File: config.mk
export PLATFORM = sky130hd
export DESIGN_NAME = icm_ctrl
export DESIGN_NICKNAME = d
export VERILOG_FILES = /design/src/common/icm_pkg.sv /design/src/verilog/icm_ctrl.sv
export SDC_FILE = /design/constraint.sdc
export NUM_CORES = 1
export LEC_CHECK = 0
export BUFFER_PORTS_ARGS = -buffer_cell sky130_fd_sc_hd__buf_2
export CAP_MARGIN = 20
export CORE_AREA = 2 2 78 155
export DETAILED_ROUTE_END_ITERATION = 10
export DIE_AREA = 0 0 80 157
export HOLD_SLACK_MARGIN = 0.15
export PLACE_DENSITY_LB_ADDON = 0.12
export SLEW_MARGIN = 20
export SYNTH_ARGS = -nofsm -noshare
export SYNTH_HDL_FRONTEND = slang
export SYNTH_SLANG_ARGS = --single-unit
File: constraint.sdc
create_clock -name clk -period 2 [get_ports clk]
set_input_delay 0.2 -clock clk [delete_from_list [all_inputs] [get_ports clk]]
set_output_delay 0.2 -clock clk [all_outputs]
set_load 0.02 [all_outputs]
File: src/common/icm_pkg.sv
package icm_pkg;

  // ----------------------------------------------------------------------
  // Register map (word index on the register port)
  // ----------------------------------------------------------------------
  localparam logic [2:0] ADDR_CTRL   = 3'h0;
  localparam logic [2:0] ADDR_DATA   = 3'h1;
  localparam logic [2:0] ADDR_STATUS = 3'h2;
  localparam logic [2:0] ADDR_MASK   = 3'h3;
  localparam logic [2:0] ADDR_BRH    = 3'h4;
  localparam logic [2:0] ADDR_BRL    = 3'h5;
  localparam logic [2:0] ADDR_MODE   = 3'h6;

  // ----------------------------------------------------------------------
  // i2c_control fields
  // ----------------------------------------------------------------------
  localparam int CTL_EN    = 7;
  localparam int CTL_START = 6;
  localparam int CTL_STOP  = 5;
  localparam int CTL_BAUD_TIMER_IRQ_ENABLE  = 4;
  localparam int CTL_TXI   = 3;
  localparam int CTL_NAK   = 2;
  localparam int CTL_FLUSH = 1;
  localparam int CTL_FEN   = 0;

  // ----------------------------------------------------------------------
  // Status / mask fields and other bits
  // ----------------------------------------------------------------------
  localparam int ST_BAUD     = 0;
  localparam int ST_NAK_RX   = 1;
  localparam int ST_STOP_DN  = 2;
  localparam int ST_START_DN = 3;
  localparam int ST_TRANSMIT_EMPTY_FLAG     = 4;
  localparam int MODE_RX     = 0;
  localparam int EV_W        = 4;

  // ----------------------------------------------------------------------
  // Reset values and counts
  // ----------------------------------------------------------------------
  localparam logic [15:0] BRG_RESET  = 16'hffff;
  localparam logic [15:0] BRG_ONE    = 16'h0001;
  localparam logic [2:0]  LAST_BIT   = 3'h7;
  localparam logic [2:0]  FILT_DELAY = 3'h3;

  // ----------------------------------------------------------------------
  // Bus engine states
  // ----------------------------------------------------------------------
  typedef enum logic [6:0] {
    ST_IDLE     = 7'b0000001,
    ST_START    = 7'b0000010,
    ST_BITS     = 7'b0000100,
    ST_ACK      = 7'b0001000,
    ST_HOLD     = 7'b0010000,
    ST_STOP     = 7'b0100000,
    ST_STOP_END = 7'b1000000
  } icm_state_t;

endpackage : icm_pkg

File: src/verilog/icm_ctrl.sv
// Design decisions made here: the address-and-strobe port and the register addresses.
module icm_ctrl #(
  parameter int BRG_W = 16
) (
  input  wire logic       clk,
  input  wire logic       arst_n,
  input  wire logic       ce,
  input  wire logic [2:0] addr,
  input  wire logic [7:0] wdata,
  input  wire logic       wr,
  input  wire logic       rd,
  output logic      [7:0] rdata,
  input  wire logic       sda_i,
  output logic            sda_o,
  output logic            sda_oe,
  input  wire logic       scl_i,
  output logic            scl_o,
  output logic            scl_oe,
  output logic            irq,
  output logic            dma_tx_req
);

  // ----------------------------------------------------------------------
  // State
  // ----------------------------------------------------------------------
  typedef struct packed {
    icm_pkg::icm_state_t st;
    logic                ph;
    logic [2:0]          bitcnt;
    logic [7:0]          shift;
    logic [7:0]          data;
    logic [7:0]          rx_byte;
    logic                transmit_empty_flag;
    logic                en;
    logic                start;
    logic                stop;
    logic                baud_timer_irq_enable;
    logic                transmit_interrupt_enable;
    logic                nak;
    logic                fen;
    logic                rx;
    logic [icm_pkg::EV_W-1:0] status;
    logic [icm_pkg::EV_W-1:0] mask;
    logic [BRG_W-1:0]    brg;
    logic [BRG_W-1:0]    cnt;
    logic [1:0]          sda_s;
    logic [1:0]          scl_s;
    logic [1:0]          sda_h;
    logic [1:0]          scl_h;
    logic                sda_q;
    logic                scl_q;
    logic [7:0]          rdata;
    logic                sda_oe;
    logic                scl_oe;
    logic                irq;
    logic                dma;
  } icm_regs_t;

  localparam icm_regs_t RESET_VAL = '{
    st:      icm_pkg::ST_IDLE,
    transmit_empty_flag:    1'b1,
    brg:     BRG_W'(icm_pkg::BRG_RESET),
    cnt:     BRG_W'(icm_pkg::BRG_RESET),
    sda_s:   2'h3,
    scl_s:   2'h3,
    sda_h:   2'h3,
    scl_h:   2'h3,
    sda_q:   1'b1,
    scl_q:   1'b1,
    default: '0
  };

  icm_regs_t r_reg;
  icm_regs_t r_next;

  // ----------------------------------------------------------------------
  // Next state
  // ----------------------------------------------------------------------
  always_comb begin
    logic                     tick;
    logic                     sda_f;
    logic [icm_pkg::EV_W-1:0] ev;
    logic [icm_pkg::EV_W-1:0] clr;
    r_next = r_reg;
    tick   = 1'b0;
    sda_f  = 1'b1;
    ev     = '0;
    clr    = '0;
    r_next.rdata = 8'h00;

    // Pin synchronisers; only the second stage is read by logic
    r_next.sda_s = {r_reg.sda_s[0], sda_i};
    r_next.scl_s = {r_reg.scl_s[0], scl_i};

    // A level must be seen on two samples in a row before it passes, so a
    // single-clock glitch never reaches the engine
    r_next.sda_h = {r_reg.sda_h[0], r_reg.sda_s[1]};
    r_next.scl_h = {r_reg.scl_h[0], r_reg.scl_s[1]};
    if (r_reg.sda_h[0] == r_reg.sda_h[1]) begin
      r_next.sda_q = r_reg.sda_h[1];
    end
    if (r_reg.scl_h[0] == r_reg.scl_h[1]) begin
      r_next.scl_q = r_reg.scl_h[1];
    end
    sda_f = r_reg.fen ? r_reg.sda_q : r_reg.sda_s[1];

    // Baud generator: one tick each time the count reaches one
    tick = (r_reg.cnt <= BRG_W'(icm_pkg::BRG_ONE));
    if (tick) begin
      r_next.cnt = r_reg.brg;
    end else begin
      r_next.cnt = r_reg.cnt - BRG_W'(icm_pkg::BRG_ONE);
    end
    ev[icm_pkg::ST_BAUD] = tick && !r_reg.en && r_reg.baud_timer_irq_enable;

    // ----------------------------------------------------------------------
    // Bus engine, one half bit per tick
    // ----------------------------------------------------------------------
    case (r_reg.st)
      icm_pkg::ST_IDLE: begin
        r_next.sda_oe = 1'b0;
        r_next.scl_oe = 1'b0;
        r_next.ph     = 1'b0;
        if (r_reg.start && !r_reg.transmit_empty_flag) begin
          r_next.st = icm_pkg::ST_START;
        end
      end
      icm_pkg::ST_START: begin
        if (tick) begin
          if (!r_reg.ph) begin
            r_next.sda_oe = 1'b0;
            r_next.scl_oe = 1'b0;
            r_next.ph     = 1'b1;
          end else begin
            r_next.sda_oe = 1'b1;
            r_next.start  = 1'b0;
            r_next.shift  = r_reg.data;
            r_next.transmit_empty_flag   = 1'b1;
            r_next.bitcnt = 3'h0;
            r_next.ph     = 1'b0;
            r_next.st     = icm_pkg::ST_BITS;
            ev[icm_pkg::ST_START_DN] = 1'b1;
          end
        end
      end
      icm_pkg::ST_BITS: begin
        if (tick) begin
          if (!r_reg.ph) begin
            r_next.scl_oe = 1'b1;
            r_next.sda_oe = r_reg.rx ? 1'b0 : !r_reg.shift[7];
            r_next.ph     = 1'b1;
          end else begin
            r_next.scl_oe = 1'b0;
            r_next.shift  = {r_reg.shift[6:0], sda_f};
            r_next.bitcnt = r_reg.bitcnt + 3'h1;
            r_next.ph     = 1'b0;
            if (r_reg.bitcnt == icm_pkg::LAST_BIT) begin
              r_next.st = icm_pkg::ST_ACK;
            end
          end
        end
      end
      icm_pkg::ST_ACK: begin
        if (tick) begin
          if (!r_reg.ph) begin
            r_next.scl_oe = 1'b1;
            r_next.sda_oe = r_reg.rx && !r_reg.nak;
            r_next.ph     = 1'b1;
          end else begin
            r_next.scl_oe = 1'b0;
            r_next.ph     = 1'b0;
            r_next.st     = icm_pkg::ST_HOLD;
            if (r_reg.rx) begin
              r_next.rx_byte = r_reg.shift;
              r_next.nak     = 1'b0;
            end else begin
              ev[icm_pkg::ST_NAK_RX] = sda_f;
            end
          end
        end
      end
      icm_pkg::ST_HOLD: begin
        // Byte and acknowledge are over; a pending stop acts only here, a pending start here or in ST_IDLE
        if (tick) begin
          r_next.scl_oe = 1'b1;
          r_next.sda_oe = 1'b0;
          r_next.bitcnt = 3'h0;
          if (r_reg.stop) begin
            r_next.st = icm_pkg::ST_STOP;
          end else if (r_reg.start) begin
            if (!r_reg.transmit_empty_flag) begin
              r_next.st = icm_pkg::ST_START;
            end
          end else if (r_reg.rx) begin
            r_next.st = icm_pkg::ST_BITS;
          end else if (!r_reg.transmit_empty_flag) begin
            r_next.shift = r_reg.data;
            r_next.transmit_empty_flag  = 1'b1;
            r_next.st    = icm_pkg::ST_BITS;
          end
        end
      end
      icm_pkg::ST_STOP: begin
        if (tick) begin
          if (!r_reg.ph) begin
            r_next.scl_oe = 1'b1;
            r_next.sda_oe = 1'b1;
            r_next.ph     = 1'b1;
          end else begin
            r_next.scl_oe = 1'b0;
            r_next.ph     = 1'b0;
            r_next.st     = icm_pkg::ST_STOP_END;
          end
        end
      end
      icm_pkg::ST_STOP_END: begin
        if (tick) begin
          r_next.sda_oe = 1'b0;
          r_next.stop   = 1'b0;
          r_next.st     = icm_pkg::ST_IDLE;
          ev[icm_pkg::ST_STOP_DN] = 1'b1;
        end
      end
      default: begin
        r_next.st = icm_pkg::ST_IDLE;
      end
    endcase

    // ----------------------------------------------------------------------
    // Register writes; software sets win over hardware clears
    // ----------------------------------------------------------------------
    if (wr) begin
      case (addr)
        icm_pkg::ADDR_CTRL: begin
          r_next.en    = wdata[icm_pkg::CTL_EN];
          r_next.start = r_next.start | wdata[icm_pkg::CTL_START];
          r_next.stop  = r_next.stop | wdata[icm_pkg::CTL_STOP];
          r_next.nak   = r_next.nak | wdata[icm_pkg::CTL_NAK];
          r_next.baud_timer_irq_enable  = wdata[icm_pkg::CTL_BAUD_TIMER_IRQ_ENABLE];
          r_next.transmit_interrupt_enable   = wdata[icm_pkg::CTL_TXI];
          r_next.fen   = wdata[icm_pkg::CTL_FEN];
          if (wdata[icm_pkg::CTL_FLUSH]) begin
            r_next.data = 8'h00;
            r_next.transmit_empty_flag = 1'b1;
          end
        end
        icm_pkg::ADDR_DATA: begin
          r_next.data = wdata;
          r_next.transmit_empty_flag = 1'b0;
        end
        icm_pkg::ADDR_STATUS: clr = wdata[icm_pkg::EV_W-1:0];
        icm_pkg::ADDR_MASK:   r_next.mask = wdata[icm_pkg::EV_W-1:0];
        icm_pkg::ADDR_BRH:    r_next.brg[BRG_W-1:8] = wdata[BRG_W-9:0];
        icm_pkg::ADDR_BRL:    r_next.brg[7:0] = wdata;
        icm_pkg::ADDR_MODE:   r_next.rx = wdata[icm_pkg::MODE_RX];
        default: begin
        end
      endcase
    end

    // Disabled: bus engine parks and pending start, stop and nak requests are dropped; a written data byte stays pending
    if (!r_next.en) begin
      r_next.st     = icm_pkg::ST_IDLE;
      r_next.sda_oe = 1'b0;
      r_next.scl_oe = 1'b0;
      r_next.start  = 1'b0;
      r_next.stop   = 1'b0;
      r_next.nak    = 1'b0;
      r_next.ph     = 1'b0;
    end

    r_next.status = (r_reg.status & ~clr) | ev;

    if (rd) begin
      case (addr)
        icm_pkg::ADDR_CTRL: begin
          r_next.rdata = {r_reg.en, r_reg.start, r_reg.stop, r_reg.baud_timer_irq_enable,
                          r_reg.transmit_interrupt_enable, r_reg.nak, 1'b0, r_reg.fen};
        end
        icm_pkg::ADDR_DATA:   r_next.rdata = r_reg.rx_byte;
        icm_pkg::ADDR_STATUS: r_next.rdata = {3'h0, r_reg.transmit_empty_flag, r_reg.status};
        icm_pkg::ADDR_MASK:   r_next.rdata = {4'h0, r_reg.mask};
        icm_pkg::ADDR_BRH:    r_next.rdata = r_reg.brg[BRG_W-1:8];
        icm_pkg::ADDR_BRL:    r_next.rdata = r_reg.brg[7:0];
        icm_pkg::ADDR_MODE:   r_next.rdata = {7'h00, r_reg.rx};
        default:              r_next.rdata = 8'h00;
      endcase
    end

    // Transmit request is a level that follows the empty flag while transmit interrupts are enabled
    r_next.dma = r_reg.transmit_interrupt_enable && r_reg.transmit_empty_flag;
    r_next.irq = (|(r_reg.status & r_reg.mask)) || (r_reg.transmit_interrupt_enable && r_reg.transmit_empty_flag);
  end

  // ----------------------------------------------------------------------
  // Registers
  // ----------------------------------------------------------------------
  always_ff @(posedge clk or negedge arst_n) begin
    if (!arst_n) begin
      r_reg <= RESET_VAL;
    end else if (ce) begin
      r_reg <= r_next;
    end
  end

  assign rdata      = r_reg.rdata;
  assign sda_o      = 1'b0;
  assign scl_o      = 1'b0;
  assign sda_oe     = r_reg.sda_oe;
  assign scl_oe     = r_reg.scl_oe;
  assign irq        = r_reg.irq;
  assign dma_tx_req = r_reg.dma;

endmodule : icm_ctrl

* Word level (Yosys, flattened, before mapping)
Index checks and enable logic that the tools add are counted.
** Storage, ports and cells
- Register bits :: 101
- Input port bits :: 18
- Output and inout bits :: 14
- Word-level logic and storage cells :: 195
** Cells by class
- Add/sub/neg operators :: 2
- Order comparisons :: 1
- Equality and inequality tests :: 46
- Multiplexer cells :: 83
- Bitwise operators :: 7
- Reductions and logical operators :: 28
** Operators with widths (count)
- $mux 7 :: 14
- $mux 8 :: 9
- $pmux 8 s7 :: 1
- $pmux 7 s7 :: 1
- $ne 3x3->1 const B :: 16
- $mux 19 :: 2
- $mux 1 :: 35
- $mux 11 :: 3
- $pmux 11 s3 :: 1
- $reduce_and 11->1 :: 2
- $ne 2x2->1 const B :: 10
- $le 16x1->1 const B :: 1
- $mux 16 :: 1
- $pmux 8 s2 :: 1
- $sub 16x1->16 const B :: 1
- $reduce_and 15->1 :: 1
- $reduce_and 3->1 :: 5
- $mux 2 :: 7
- $eq 3x3->1 const B :: 4
- $ne 5x5->1 const B :: 2
- $mux 9 :: 1
- $and 4x4->4 :: 2
- $mux 4 :: 2
- $ne 8x1->1 const B :: 1
- other kinds (33) :: 44

* Depth between registers and ports, before layout
Gate-level depths: netlist (run 1).
- Depth after elaboration :: 10
- Depth in mapped cells :: 10

* Least setup slack after synthesis (run 1)
Ideal clock, no wire load.
- Path type :: reg2reg
- From :: register r_reg[22] (netlist name)
- To :: register r_reg (netlist bit scl_oe)
- Arrival :: 1.913 ns
- Data required time :: 1.879 ns
- Setup slack :: -0.034 ns
- Cell stages (with the launch flop) :: 11
- Period minus slack after synthesis :: 2.034 ns
- Cell sequence :: dfstp_2 > inv_1 > ha_1 > nor2_1 > nand3b_1 > or2_1 > clkbuf_1 > clkbuf_1 > o21ai_0 > a22oi_1 > nand2_1
** On the way
- Cells in the longest elaborated chain, start to end :: 3
- Elaborated cells on any way between the ends :: 7
- Classes of those cells :: order compare: 1; eq/ne: 5; reduce/logical: 1
** Ends and longest elaborated chain
- start, declared :: line icm_ctrl.sv:73 : icm_regs_t r_reg;
- start signal, assigned :: line icm_ctrl.sv:302 : r_reg <= r_next;
- $le 16x1->1 * :: line icm_ctrl.sv:108 : tick = (r_reg.cnt <= BRG_W'(icm_pkg::BRG_ONE));
- $ne 3x3->1 (no line)
- $reduce_and 8->1 (no line) *
Mark *: on every way between the ends. The rest lies on a longest branch, timed or not.
A chain may end at the register's enable or synchronous reset.

* Final worst setup path (run 1)
- From :: register r_reg[103] (netlist name)
- To :: register r_reg[99] (netlist name)
** On the way
- Cells in the longest elaborated chain, start to end :: 3
- Elaborated cells on any way between the ends :: 24
- Classes of those cells :: eq/ne: 21; mux: 2; reduce/logical: 1
** Ends and longest elaborated chain
- $eq 7x5->1, or another cell as far along :: line icm_ctrl.sv:119 : case (r_reg.st)
- $ne 5x5->1 (no line), or another cell as far along
- $reduce_and 15->1 (no line) or $mux 8 (tied branches)
Parallel ways exist; a longest one is shown, timed or not.

==> run metrics, run 1 <==
commonest non-fill, non-tap cells in the layout buf_4 (66), dfrtp_1 (60), nand2_1 (43); CTS clk-pin slew, worst paths 70 ps; register area 0.002579 mm2; LEAKAGE 2.944 nW; post-synthesis cell type count 70; reg2reg path depth 6; Mapped Area 0.005463 mm2; syn_area_per_cell 10.47 um2; Diodes inserted 0; antenna-violating nets left 0; initial DRC count 315; WP buf/inv 0; layout cells sized above 1 40.63%; ys async rst share 100.0%; yosys warns 0; H-tree levels 3; hold_ws 160.1 ps; Sink Count 101; Inserted Clock Buffers 9; max reg flops 86; crit path DAT 2370 ps; Final HPWL DP 11330 um; vias in the first global route 4630; fin crit period 2089 ps; Final Cycle Share 104.5%; Slew @ Worst Pin 626.4 ps; Row Count 55; die area 0.01256 mm2; die height 157 um; setup slack after layout -89.04 ps; Initial Util 48.40%; failing checks setup timing; Fillers 973; Crit path depth 6; slowest stage delay, CP 430 ps; initial antenna violation count 0; Global Route Usage Sum 25.29%; Max Clk Rate 478.7 MHz; area of the multi-input gates 0.002806 mm2; Clock Tree Buf Depth 2; Layout Skew 10.64 ps; Power Density 1002 mW/mm2; Clock Latency Late Sink 350 ps; CP max FO 4; P&R area growth vs syn 23.13%; HP Class in -> reg; RSZ-0062 raised after global routing yes; TNS Setup -886.9 ps; first-pass detailed-route iteration total 5; Post-synth EDFFs 0; Top Ports 32; CP delay by family, top simple AND/OR/NAND/NOR gates; DRC 0; Chip Width 80 um; largest net degree at the start of global routing 48; CP Cell Sequence nor4_4 -> nand3_1 -> and4_4 -> o221a_2 -> o21a_4 -> o22a_1; placer's final routability congestion estimate 0.9339; TritonCTS clock tree yes; placed cells 723; worst-case vdd ir drop 0.0006094 V; total power 6.741 mW; final hold violation count 0; fin cells 750; root buffer cell clkbuf_16; via count 4527; post-synthesis sequential area ratio 47.16%; Final setup viols 17; Yosys reg bits 101; Startpoint Class register; Via density 6.036; wire per inst 20.18 um; Required @ worst endpoint 2290 ps; global-route wire length before repair 24010 um; Final Max Slew Viols 0; Crit. End Element register; Hold Crit Depth 3; nets@finish 625; WL final 15140 um; # port buffers 28; max_cap viols 0; CORE AREA 0.01129 mm2; Setup CP Type reg -> reg; Synth Instances 522; grt total ovfl 0; status finished, violations left; relative slew slack 58.24%; commonest non-fill, non-tap cell in the layout buf_4; Top FF cell, synth dfrtp_1; slowest CP cell dfrtp_2
-- report_power, final --
group          total [mW]  switching, mW  internal, mW
Sequential           2.86          0.334          2.53
Combinational        2.06           1.07         0.987
Clock                1.82          0.834         0.987
-- synthesized netlist by cell type, drive strengths merged, types with 5 or more instances --
master / n / area (um2)
dfrtp: 62 / 1551
o21ai: 46 / 237.7
nand2: 44 / 167.7
nor2: 41 / 170.2
dfstp: 39 / 1025
mux2: 38 / 457.9
buf: 25 / 160.2
a21oi: 23 / 115.1
inv: 23 / 86.33
nand3: 22 / 127.6
a22o: 19 / 166.4
mux2i: 18 / 180.2
clkbuf: 11 / 41.29
nor3: 9 / 50.05
a31oi: 8 / 50.05
nor4: 7 / 86.33
o2bb2ai: 7 / 61.31
a22oi: 6 / 45.04
o22ai: 5 / 31.28
-- layer usage --
layer,vias to the layer above,track usage (%),routed length (um)
met5,-,0,0
met2,137,45.40,8223
li1,2083,-,-
met1,2256,28.73,5755
met3,51,3.612,481
met4,0,12.19,676
-- worst register-to-register path: stages, from the launching register on --
cell and delay (ps):
dfrtp_2 430, nor4_4 330, nand3_1 270, and4_4 240
o221a_2 320, o21a_4 240, o22a_1 190
-- area by class of cell --
| type | instances | area share [%] |
|---|---|---|
| flip-flops and latches | 101 | 38.34 |
| repair buffers | 105 | 11.50 |
| clock inverters | 7 | 1.172 |
| multi-input cells | 363 | 41.72 |
| inverters | 23 | 1.283 |
| well taps | 142 | 2.641 |
| clock buffers | 9 | 3.348 |
-- metrics by stage --
stage,setup WS (ps),utilization [%],area [um2]
global route,-175.1,59.60,6726
global placement,-157.2,54.10,6106
floorplan,14.57,-,5468
detailed placement,-154.9,54.10,6106
finish,-89.04,59.60,6726
CTS,-84.22,57.73,6515
-- cell families (layout without fill, tap and decap cells) --
family | Yosys count | count (layout) | share of synthesized area (%)
AND/OR/NAND/NOR | 151 | 151 | 15.09
AO/OA/AOI/OAI | 142 | 142 | 17.52
flip-flops | 101 | 101 | 47.16
multiplexers | 60 | 60 | 13.33
buffers and inverters | 59 | 144 | 5.268
adder cells (fa/ha/maj) | 4 | 4 | 0.9162
XOR/XNOR | 4 | 4 | 0.6414
other | 1 | 2 | 0.06865
-- worst paths after layout --
check                                 end  slack [ps]       start
worst max-delay path            r_reg[99]         -90  r_reg[103]
worst min register to register   rdata[6]         490    rdata[6]
worst min-delay path            r_reg[38]         160    wdata[0]
max in group asynchronous       r_reg[44]         870      arst_n
worst max register to register  r_reg[99]         -90  r_reg[103]
min in group asynchronous       r_reg[69]         410      arst_n
-- repair_timing --
item | 4_1_cts | 5_1_grt
endpoints found under the hold margin | 16 | 0
pin swaps | 4 | 7
buffers inserted | 2 | 6
endpoints found under the setup margin | 33 | 40
hold buffers | 3 | 0
resized for setup | 12 | 36
Power figures use the tool's default switching activity.
==> run 2: changes to the inputs <==
--- a/config.mk
+++ b/config.mk
@@ -7,9 +7,10 @@
 export LEC_CHECK = 0
 export BUFFER_PORTS_ARGS = -buffer_cell sky130_fd_sc_hd__buf_2
 export CAP_MARGIN = 20
-export CORE_AREA = 2 2 78 155
+export CORE_AREA = 5 5 80 155
+export CTS_BUF_LIST = sky130_fd_sc_hd__clkbuf_16
 export DETAILED_ROUTE_END_ITERATION = 10
-export DIE_AREA = 0 0 80 157
+export DIE_AREA = 0 0 85 160
 export HOLD_SLACK_MARGIN = 0.15
 export PLACE_DENSITY_LB_ADDON = 0.12
 export SLEW_MARGIN = 20
==> run 2 against run 1 <==
The flow still finishes with violations (setup timing). Cell area is 1.3% higher. Routed wire length is 3.0% higher. Register-to-register slack hardly changed. Critical endpoint is now r_reg[75].
==> run metrics, run 2 (synthesis results as in run 1) <==
CORE AREA 0.01095 mm2 (was 0.01129 mm2); DRC 0 (unchanged); layout cells sized above 1 41.29% (was 40.63%); Layout Skew 8.170 ps (was 10.64 ps); register share of total power 42.8% (was 42.5%); Chip Width 85 um (was 80 um); Initial Util 49.91% (was 48.40%); initial antenna violation count 0 (unchanged); Inserted Clock Buffers 9 (unchanged); max reg flops 86 (unchanged); hold endpoint r_reg[38] (unchanged); via count 4562 (was 4527); Sink Count 101 (unchanged); Clock Latency Late Sink 350 ps (about the same); Critical R2R Capture r_reg[75] (was r_reg[99]); wire per inst 20.51 um (was 20.18 um); Diodes inserted 0 (unchanged); Crit. End Element register (unchanged); Via density 6.003 (was 6.036); Final setup viols 17 (unchanged); reg2reg path depth 6 (unchanged); relative slew slack 65.29% (was 58.24%); LEAKAGE 3.032 nW (was 2.944 nW); fin cells 760 (was 750); worst-case vdd ir drop 0.0005434 V (was 0.0006094 V); Clock Tree Buf Depth 2 (unchanged); commonest non-fill, non-tap cell in the layout buf_4 (unchanged); initial DRC count 238 (was 315); Post-DP Area 0.006183 mm2 (was 0.006106 mm2); largest net degree at the start of global routing 39 (was 48); Power Density 983.0 mW/mm2 (was 1002 mW/mm2); Hold Crit Depth 3 (unchanged); RSZ-0062 raised after global routing yes (unchanged); reg2reg start r_reg[24] (was r_reg[103]); max_cap viols 0 (unchanged); fin crit period 2098 ps (was 2089 ps); Final Cell Area 0.006817 mm2 (was 0.006726 mm2); CTS clk-pin slew, worst paths 70 ps (about the same); Top Ports 32 (unchanged); grt total ovfl 0 (unchanged); hold path start wdata[0] (unchanged); total power 6.701 mW (was 6.741 mW); internal power 4.449 mW (was 4.501 mW); Final HPWL DP 11410 um (was 11330 um); root buffer cell clkbuf_16 (unchanged); TritonCTS clock tree yes (unchanged); Max Clk Rate 476.7 MHz (was 478.7 MHz); H-tree levels 3 (unchanged); final hold violation count 0 (unchanged); commonest non-fill, non-tap cells in the layout buf_4 (77), dfrtp_1 (61), nand2_1 (43) (was buf_4 (66), dfrtp_1 (60), nand2_1 (43)); Sw Share 33.61% (was 33.22%); crit path DAT 2330 ps (was 2370 ps); WL final 15590 um (was 15140 um); Final Max Slew Viols 0 (unchanged); die area 0.01360 mm2 (was 0.01256 mm2); Final Cycle Share 104.9% (was 104.5%); CP max FO 8 (was 4); nets@finish 637 (was 625); failing checks setup timing (unchanged); setup slack, reg-to-reg -100 ps (was -90 ps); hold_ws 167.4 ps (was 160.1 ps); setup slack after layout -97.58 ps (was -89.04 ps); Row Count 54 (was 55); Slew @ Worst Pin 520.6 ps (was 626.4 ps); P&R area growth vs syn 24.78% (was 23.13%); combinational power share 31.9% (was 30.5%); antenna-violating nets left 0 (unchanged); first-pass detailed-route iteration total 5 (unchanged); die height 160 um (was 157 um); status finished, violations left (unchanged); vias in the first global route 4774 (was 4630); Global Route Usage Sum 23.13% (was 25.29%); placed cells 730 (was 723); HP Class in -> reg (unchanged); placer's final routability congestion estimate 0.9450 (was 0.9339); P_sw 2.252 mW (was 2.239 mW); Setup CP Type reg -> reg (unchanged); # port buffers 28 (unchanged); clock share of power 25.3% (was 27.0%); Required @ worst endpoint 2230 ps (was 2290 ps); global-route wire length before repair 24810 um (was 24010 um); Startpoint Class register (unchanged)
-- run 2: power groups by stage --
stage                     registers (mW)  clock network (mW)  logic, mW
after global routing                2.91                1.79       2.31
after floorplan                     2.78                   0       1.09
final                               2.87                1.70       2.13
after CTS                           2.86                1.71       1.96
after global placement              2.87                   0       1.83
after detailed placement            2.89                   0       1.86
-- run 2: final cells by class --
cell class | instances | area (um2)
tap | 140 | 175.2
timing repair buffer | 117 | 883.3
multi-input combinational | 363 | 2809
clock buffer | 9 | 225.2
clock inverter | 7 | 60.06
fill | 921 | 4129
inverter | 23 | 86.33
sequential | 101 | 2577
-- run 2: what timing repair did --
action / CTS / global route
pin swaps: 8 / 15
hold buffers: 2 / 0
setup buffers: 5 / 7
resized for setup: 16 / 33
hold endpoints to repair: 13 / 0
setup endpoints to repair: 27 / 42
-- run 2: worst max-delay path by stage --
stage | endpoint | startpoint | cells past startpoint | slack, ps
2_1_floorplan | r_reg[71] | r_reg[24] | 6 | 10
3_3_place_gp | r_reg[91] | r_reg[24] | 6 | -140
3_5_place_dp | r_reg[91] | r_reg[24] | 6 | -120
4_1_cts | r_reg[78] | r_reg[24] | 6 | -110
5_1_grt | sda_oe | r_reg[102] | 8 | -150
6_report | r_reg[75] | r_reg[24] | 6 | -100
-- run 2: worst max-delay path: stages (launching register included) --
cell,delay (ps)
dfstp_2,380
or4_4,550
nor4_4,200
and2_4,220
nand3_4,100
nor2_8,210
mux2_4,320
-- run 2: layer usage --
layer / wire [um] / share of wire, % / vias to the layer above / track usage [%]
li1: - / - / 2096 / -
met1: 5872 / 38 / 2273 / 26.73
met2: 8377 / 54 / 145 / 40.79
met3: 506 / 3.2 / 48 / 2.733
met4: 833 / 5.3 / 0 / 12.32
met5: 0 / 0 / - / 0
-- run 2: through the flow --
stage | util, % | setup TNS (ps) | setup slack, ps
after floorplan | - | 0 | 14.57
after global placement | 56.49 | -2840 | -142.3
after detailed placement | 56.49 | -2076 | -116.8
after CTS | 60.41 | -906.3 | -106.4
after global routing | 62.28 | -2692 | -150.5
final | 62.28 | -1025 | -97.58
==> run 3: changes to the inputs <==
--- a/config.mk
+++ b/config.mk
@@ -12,7 +12,9 @@
 export DETAILED_ROUTE_END_ITERATION = 10
 export DIE_AREA = 0 0 85 160
 export HOLD_SLACK_MARGIN = 0.15
+export MAX_ROUTING_LAYER = met4
 export PLACE_DENSITY_LB_ADDON = 0.12
+export SETUP_SLACK_MARGIN = 0.15
 export SLEW_MARGIN = 20
 export SYNTH_ARGS = -nofsm -noshare
 export SYNTH_HDL_FRONTEND = slang
==> run 3 against run 2 <==
The run still ends with setup timing left. Utilization up 1.3 points. Routed wire length up 2.4%. Fmax down 0.72%. Count of clock-buffer cells in the layout unchanged. Register-to-register slack worse by 20 ps.
==> run metrics, run 3 (synthesis results as in run 1) <==
status finished, violations left (unchanged); failing checks setup timing (unchanged); Clock Latency Late Sink 350 ps (about the same); Initial Util 49.91% (unchanged); TritonCTS clock tree yes (unchanged); wire per inst 20.90 um (was 20.51 um); fin crit period 2113 ps (was 2098 ps); max_cap viols 0 (unchanged); Clock Tree Buf Depth 2 (unchanged); Crit. End Element register (unchanged); global-route wire length before repair 25550 um (was 24810 um); first-pass detailed-route iteration total 4 (was 5); total power 6.769 mW (was 6.701 mW); initial antenna violation count 0 (unchanged); # port buffers 28 (unchanged); Row Count 54 (unchanged); die height 160 um (unchanged); final hold violation count 0 (unchanged); grt total ovfl 0 (unchanged); Sink Count 101 (unchanged); worst-case vdd ir drop 0.0004860 V (was 0.0005434 V); H-tree levels 3 (unchanged); CP Cell Sequence or4_4 -> nor4_4 -> and2_4 -> nand3_4 -> nor2_8 -> mux2_4 (unchanged); Fillers 911 (was 921); Startpoint Class register (unchanged); Via density 5.978 (was 6.003); nets@finish 641 (was 637); WP buf/inv 0 (unchanged); CTS clk-pin slew, worst paths 70 ps (about the same); Chip Width 85 um (unchanged); Final Max Slew Viols 0 (unchanged); WL final 15970 um (was 15590 um); Final setup viols 14 (was 17); commonest non-fill, non-tap cell in the layout buf_4 (unchanged); commonest non-fill, non-tap cells in the layout buf_4 (74), dfrtp_1 (59), nand2_1 (42) (was buf_4 (77), dfrtp_1 (61), nand2_1 (43)); Final HPWL DP 11900 um (was 11410 um); CP delay by family, top simple AND/OR/NAND/NOR gates (unchanged); largest net degree at the start of global routing 32 (was 39); setup slack after layout -112.7 ps (was -97.58 ps); Power Density 973.2 mW/mm2 (was 983.0 mW/mm2); RSZ-0062 raised after global routing yes (unchanged); Top Ports 32 (unchanged); Required @ worst endpoint 2230 ps (about the same); DRC 0 (unchanged); placer's final routability congestion estimate 0.9261 (was 0.9450); Inserted Clock Buffers 9 (unchanged); layout cells sized above 1 43.43% (was 41.29%); Max Clk Rate 473.3 MHz (was 476.7 MHz); initial DRC count 239 (was 238); slowest stage delay, CP 550 ps (about the same); die area 0.01360 mm2 (unchanged); CP max FO 8 (unchanged); crit path DAT 2350 ps (was 2330 ps); area of the multi-input gates 0.002895 mm2 (was 0.002809 mm2); register area 0.002580 mm2 (was 0.002577 mm2); antenna-violating nets left 0 (unchanged); Global Route Usage Sum 24.59% (was 23.13%); slowest CP cell or4_4 (unchanged); vias in the first global route 4730 (was 4774); Final Cycle Share 105.6% (was 104.9%); via count 4567 (was 4562); Setup CP Type reg -> reg (unchanged); hold_ws 174.1 ps (was 167.4 ps); P&R area growth vs syn 27.32% (was 24.78%); max reg flops 86 (unchanged); Diodes inserted 0 (unchanged); Layout Skew 8.383 ps (was 8.170 ps); CORE AREA 0.01095 mm2 (unchanged); root buffer cell clkbuf_16 (unchanged); HP Class in -> reg (unchanged); LEAKAGE 3.057 nW (was 3.032 nW)
[run 3: worst reg2reg max path: cells and delay by family (launching register included)]
kind	cells	cell delay (ps)
DFF	1	370
muxes	1	320
and+or+nand+nor	5	1300
[run 3: per-layer routing]
metal	wire length [um]	vias up	GRT usage (%)	part of all wire (%)
met2	8724	115	42.88	55
met1	6104	2303	27.88	38
met3	428	44	2.630	2.7
met5	0	-	-	0
li1	-	2105	-	-
met4	709	0	10.95	4.4
[run 3: final timing paths]
kind	cells past startpoint	slack [ps]	start	endpoint
worst max-delay path	6	-110	r_reg[24]	r_reg[74]
worst min register to register	2	490	r_reg[37]	r_reg[37]
min in group asynchronous	2	340	arst_n	scl_oe
worst min-delay path	2	170	wdata[4]	r_reg[83]
worst max register to register	6	-110	r_reg[24]	r_reg[74]
max in group asynchronous	3	970	arst_n	r_reg[40]
[run 3: metrics by stage]
stage | utilization, % | setup TNS [ps] | worst slack (ps) | instance area [um2] | cells
6_report | 63.55 | -1023 | -112.7 | 6955 | 764
5_1_grt | 63.55 | -2744 | -174.0 | 6955 | 764
4_1_cts | 60.99 | -1255 | -106.8 | 6675 | 752
3_5_place_dp | 56.17 | -3161 | -168.3 | 6148 | 722
3_3_place_gp | 56.17 | -2709 | -165.5 | 6148 | 722
2_1_floorplan | - | 0 | 14.65 | 5517 | 523
[run 3: layout make-up]
type | count | share of cell area [%]
clock buffers | 9 | 3.238
clock inverters | 7 | 0.7735
inverters | 23 | 1.277
multi-input cells | 363 | 41.63
flip-flops and latches | 101 | 37.09
well taps | 140 | 2.518
repair buffers | 121 | 13.47
[run 3: timing repair]
action,4_1_cts,5_1_grt
hold endpoints to repair,32,0
resized for setup,32,50
hold buffers,4,0
buffers inserted,10,12
setup endpoints to repair,52,52
pin swaps,12,25
[run 3: where the power goes]
| group | internal [mW] | leakage, nW | total, mW | switching [mW] |
|---|---|---|---|---|
| Clock | 0.861 | 0.136 | 1.69 | 0.828 |
| Sequential | 2.53 | 1.24 | 2.89 | 0.361 |
| Combinational | 1.06 | 1.68 | 2.19 | 1.13 |
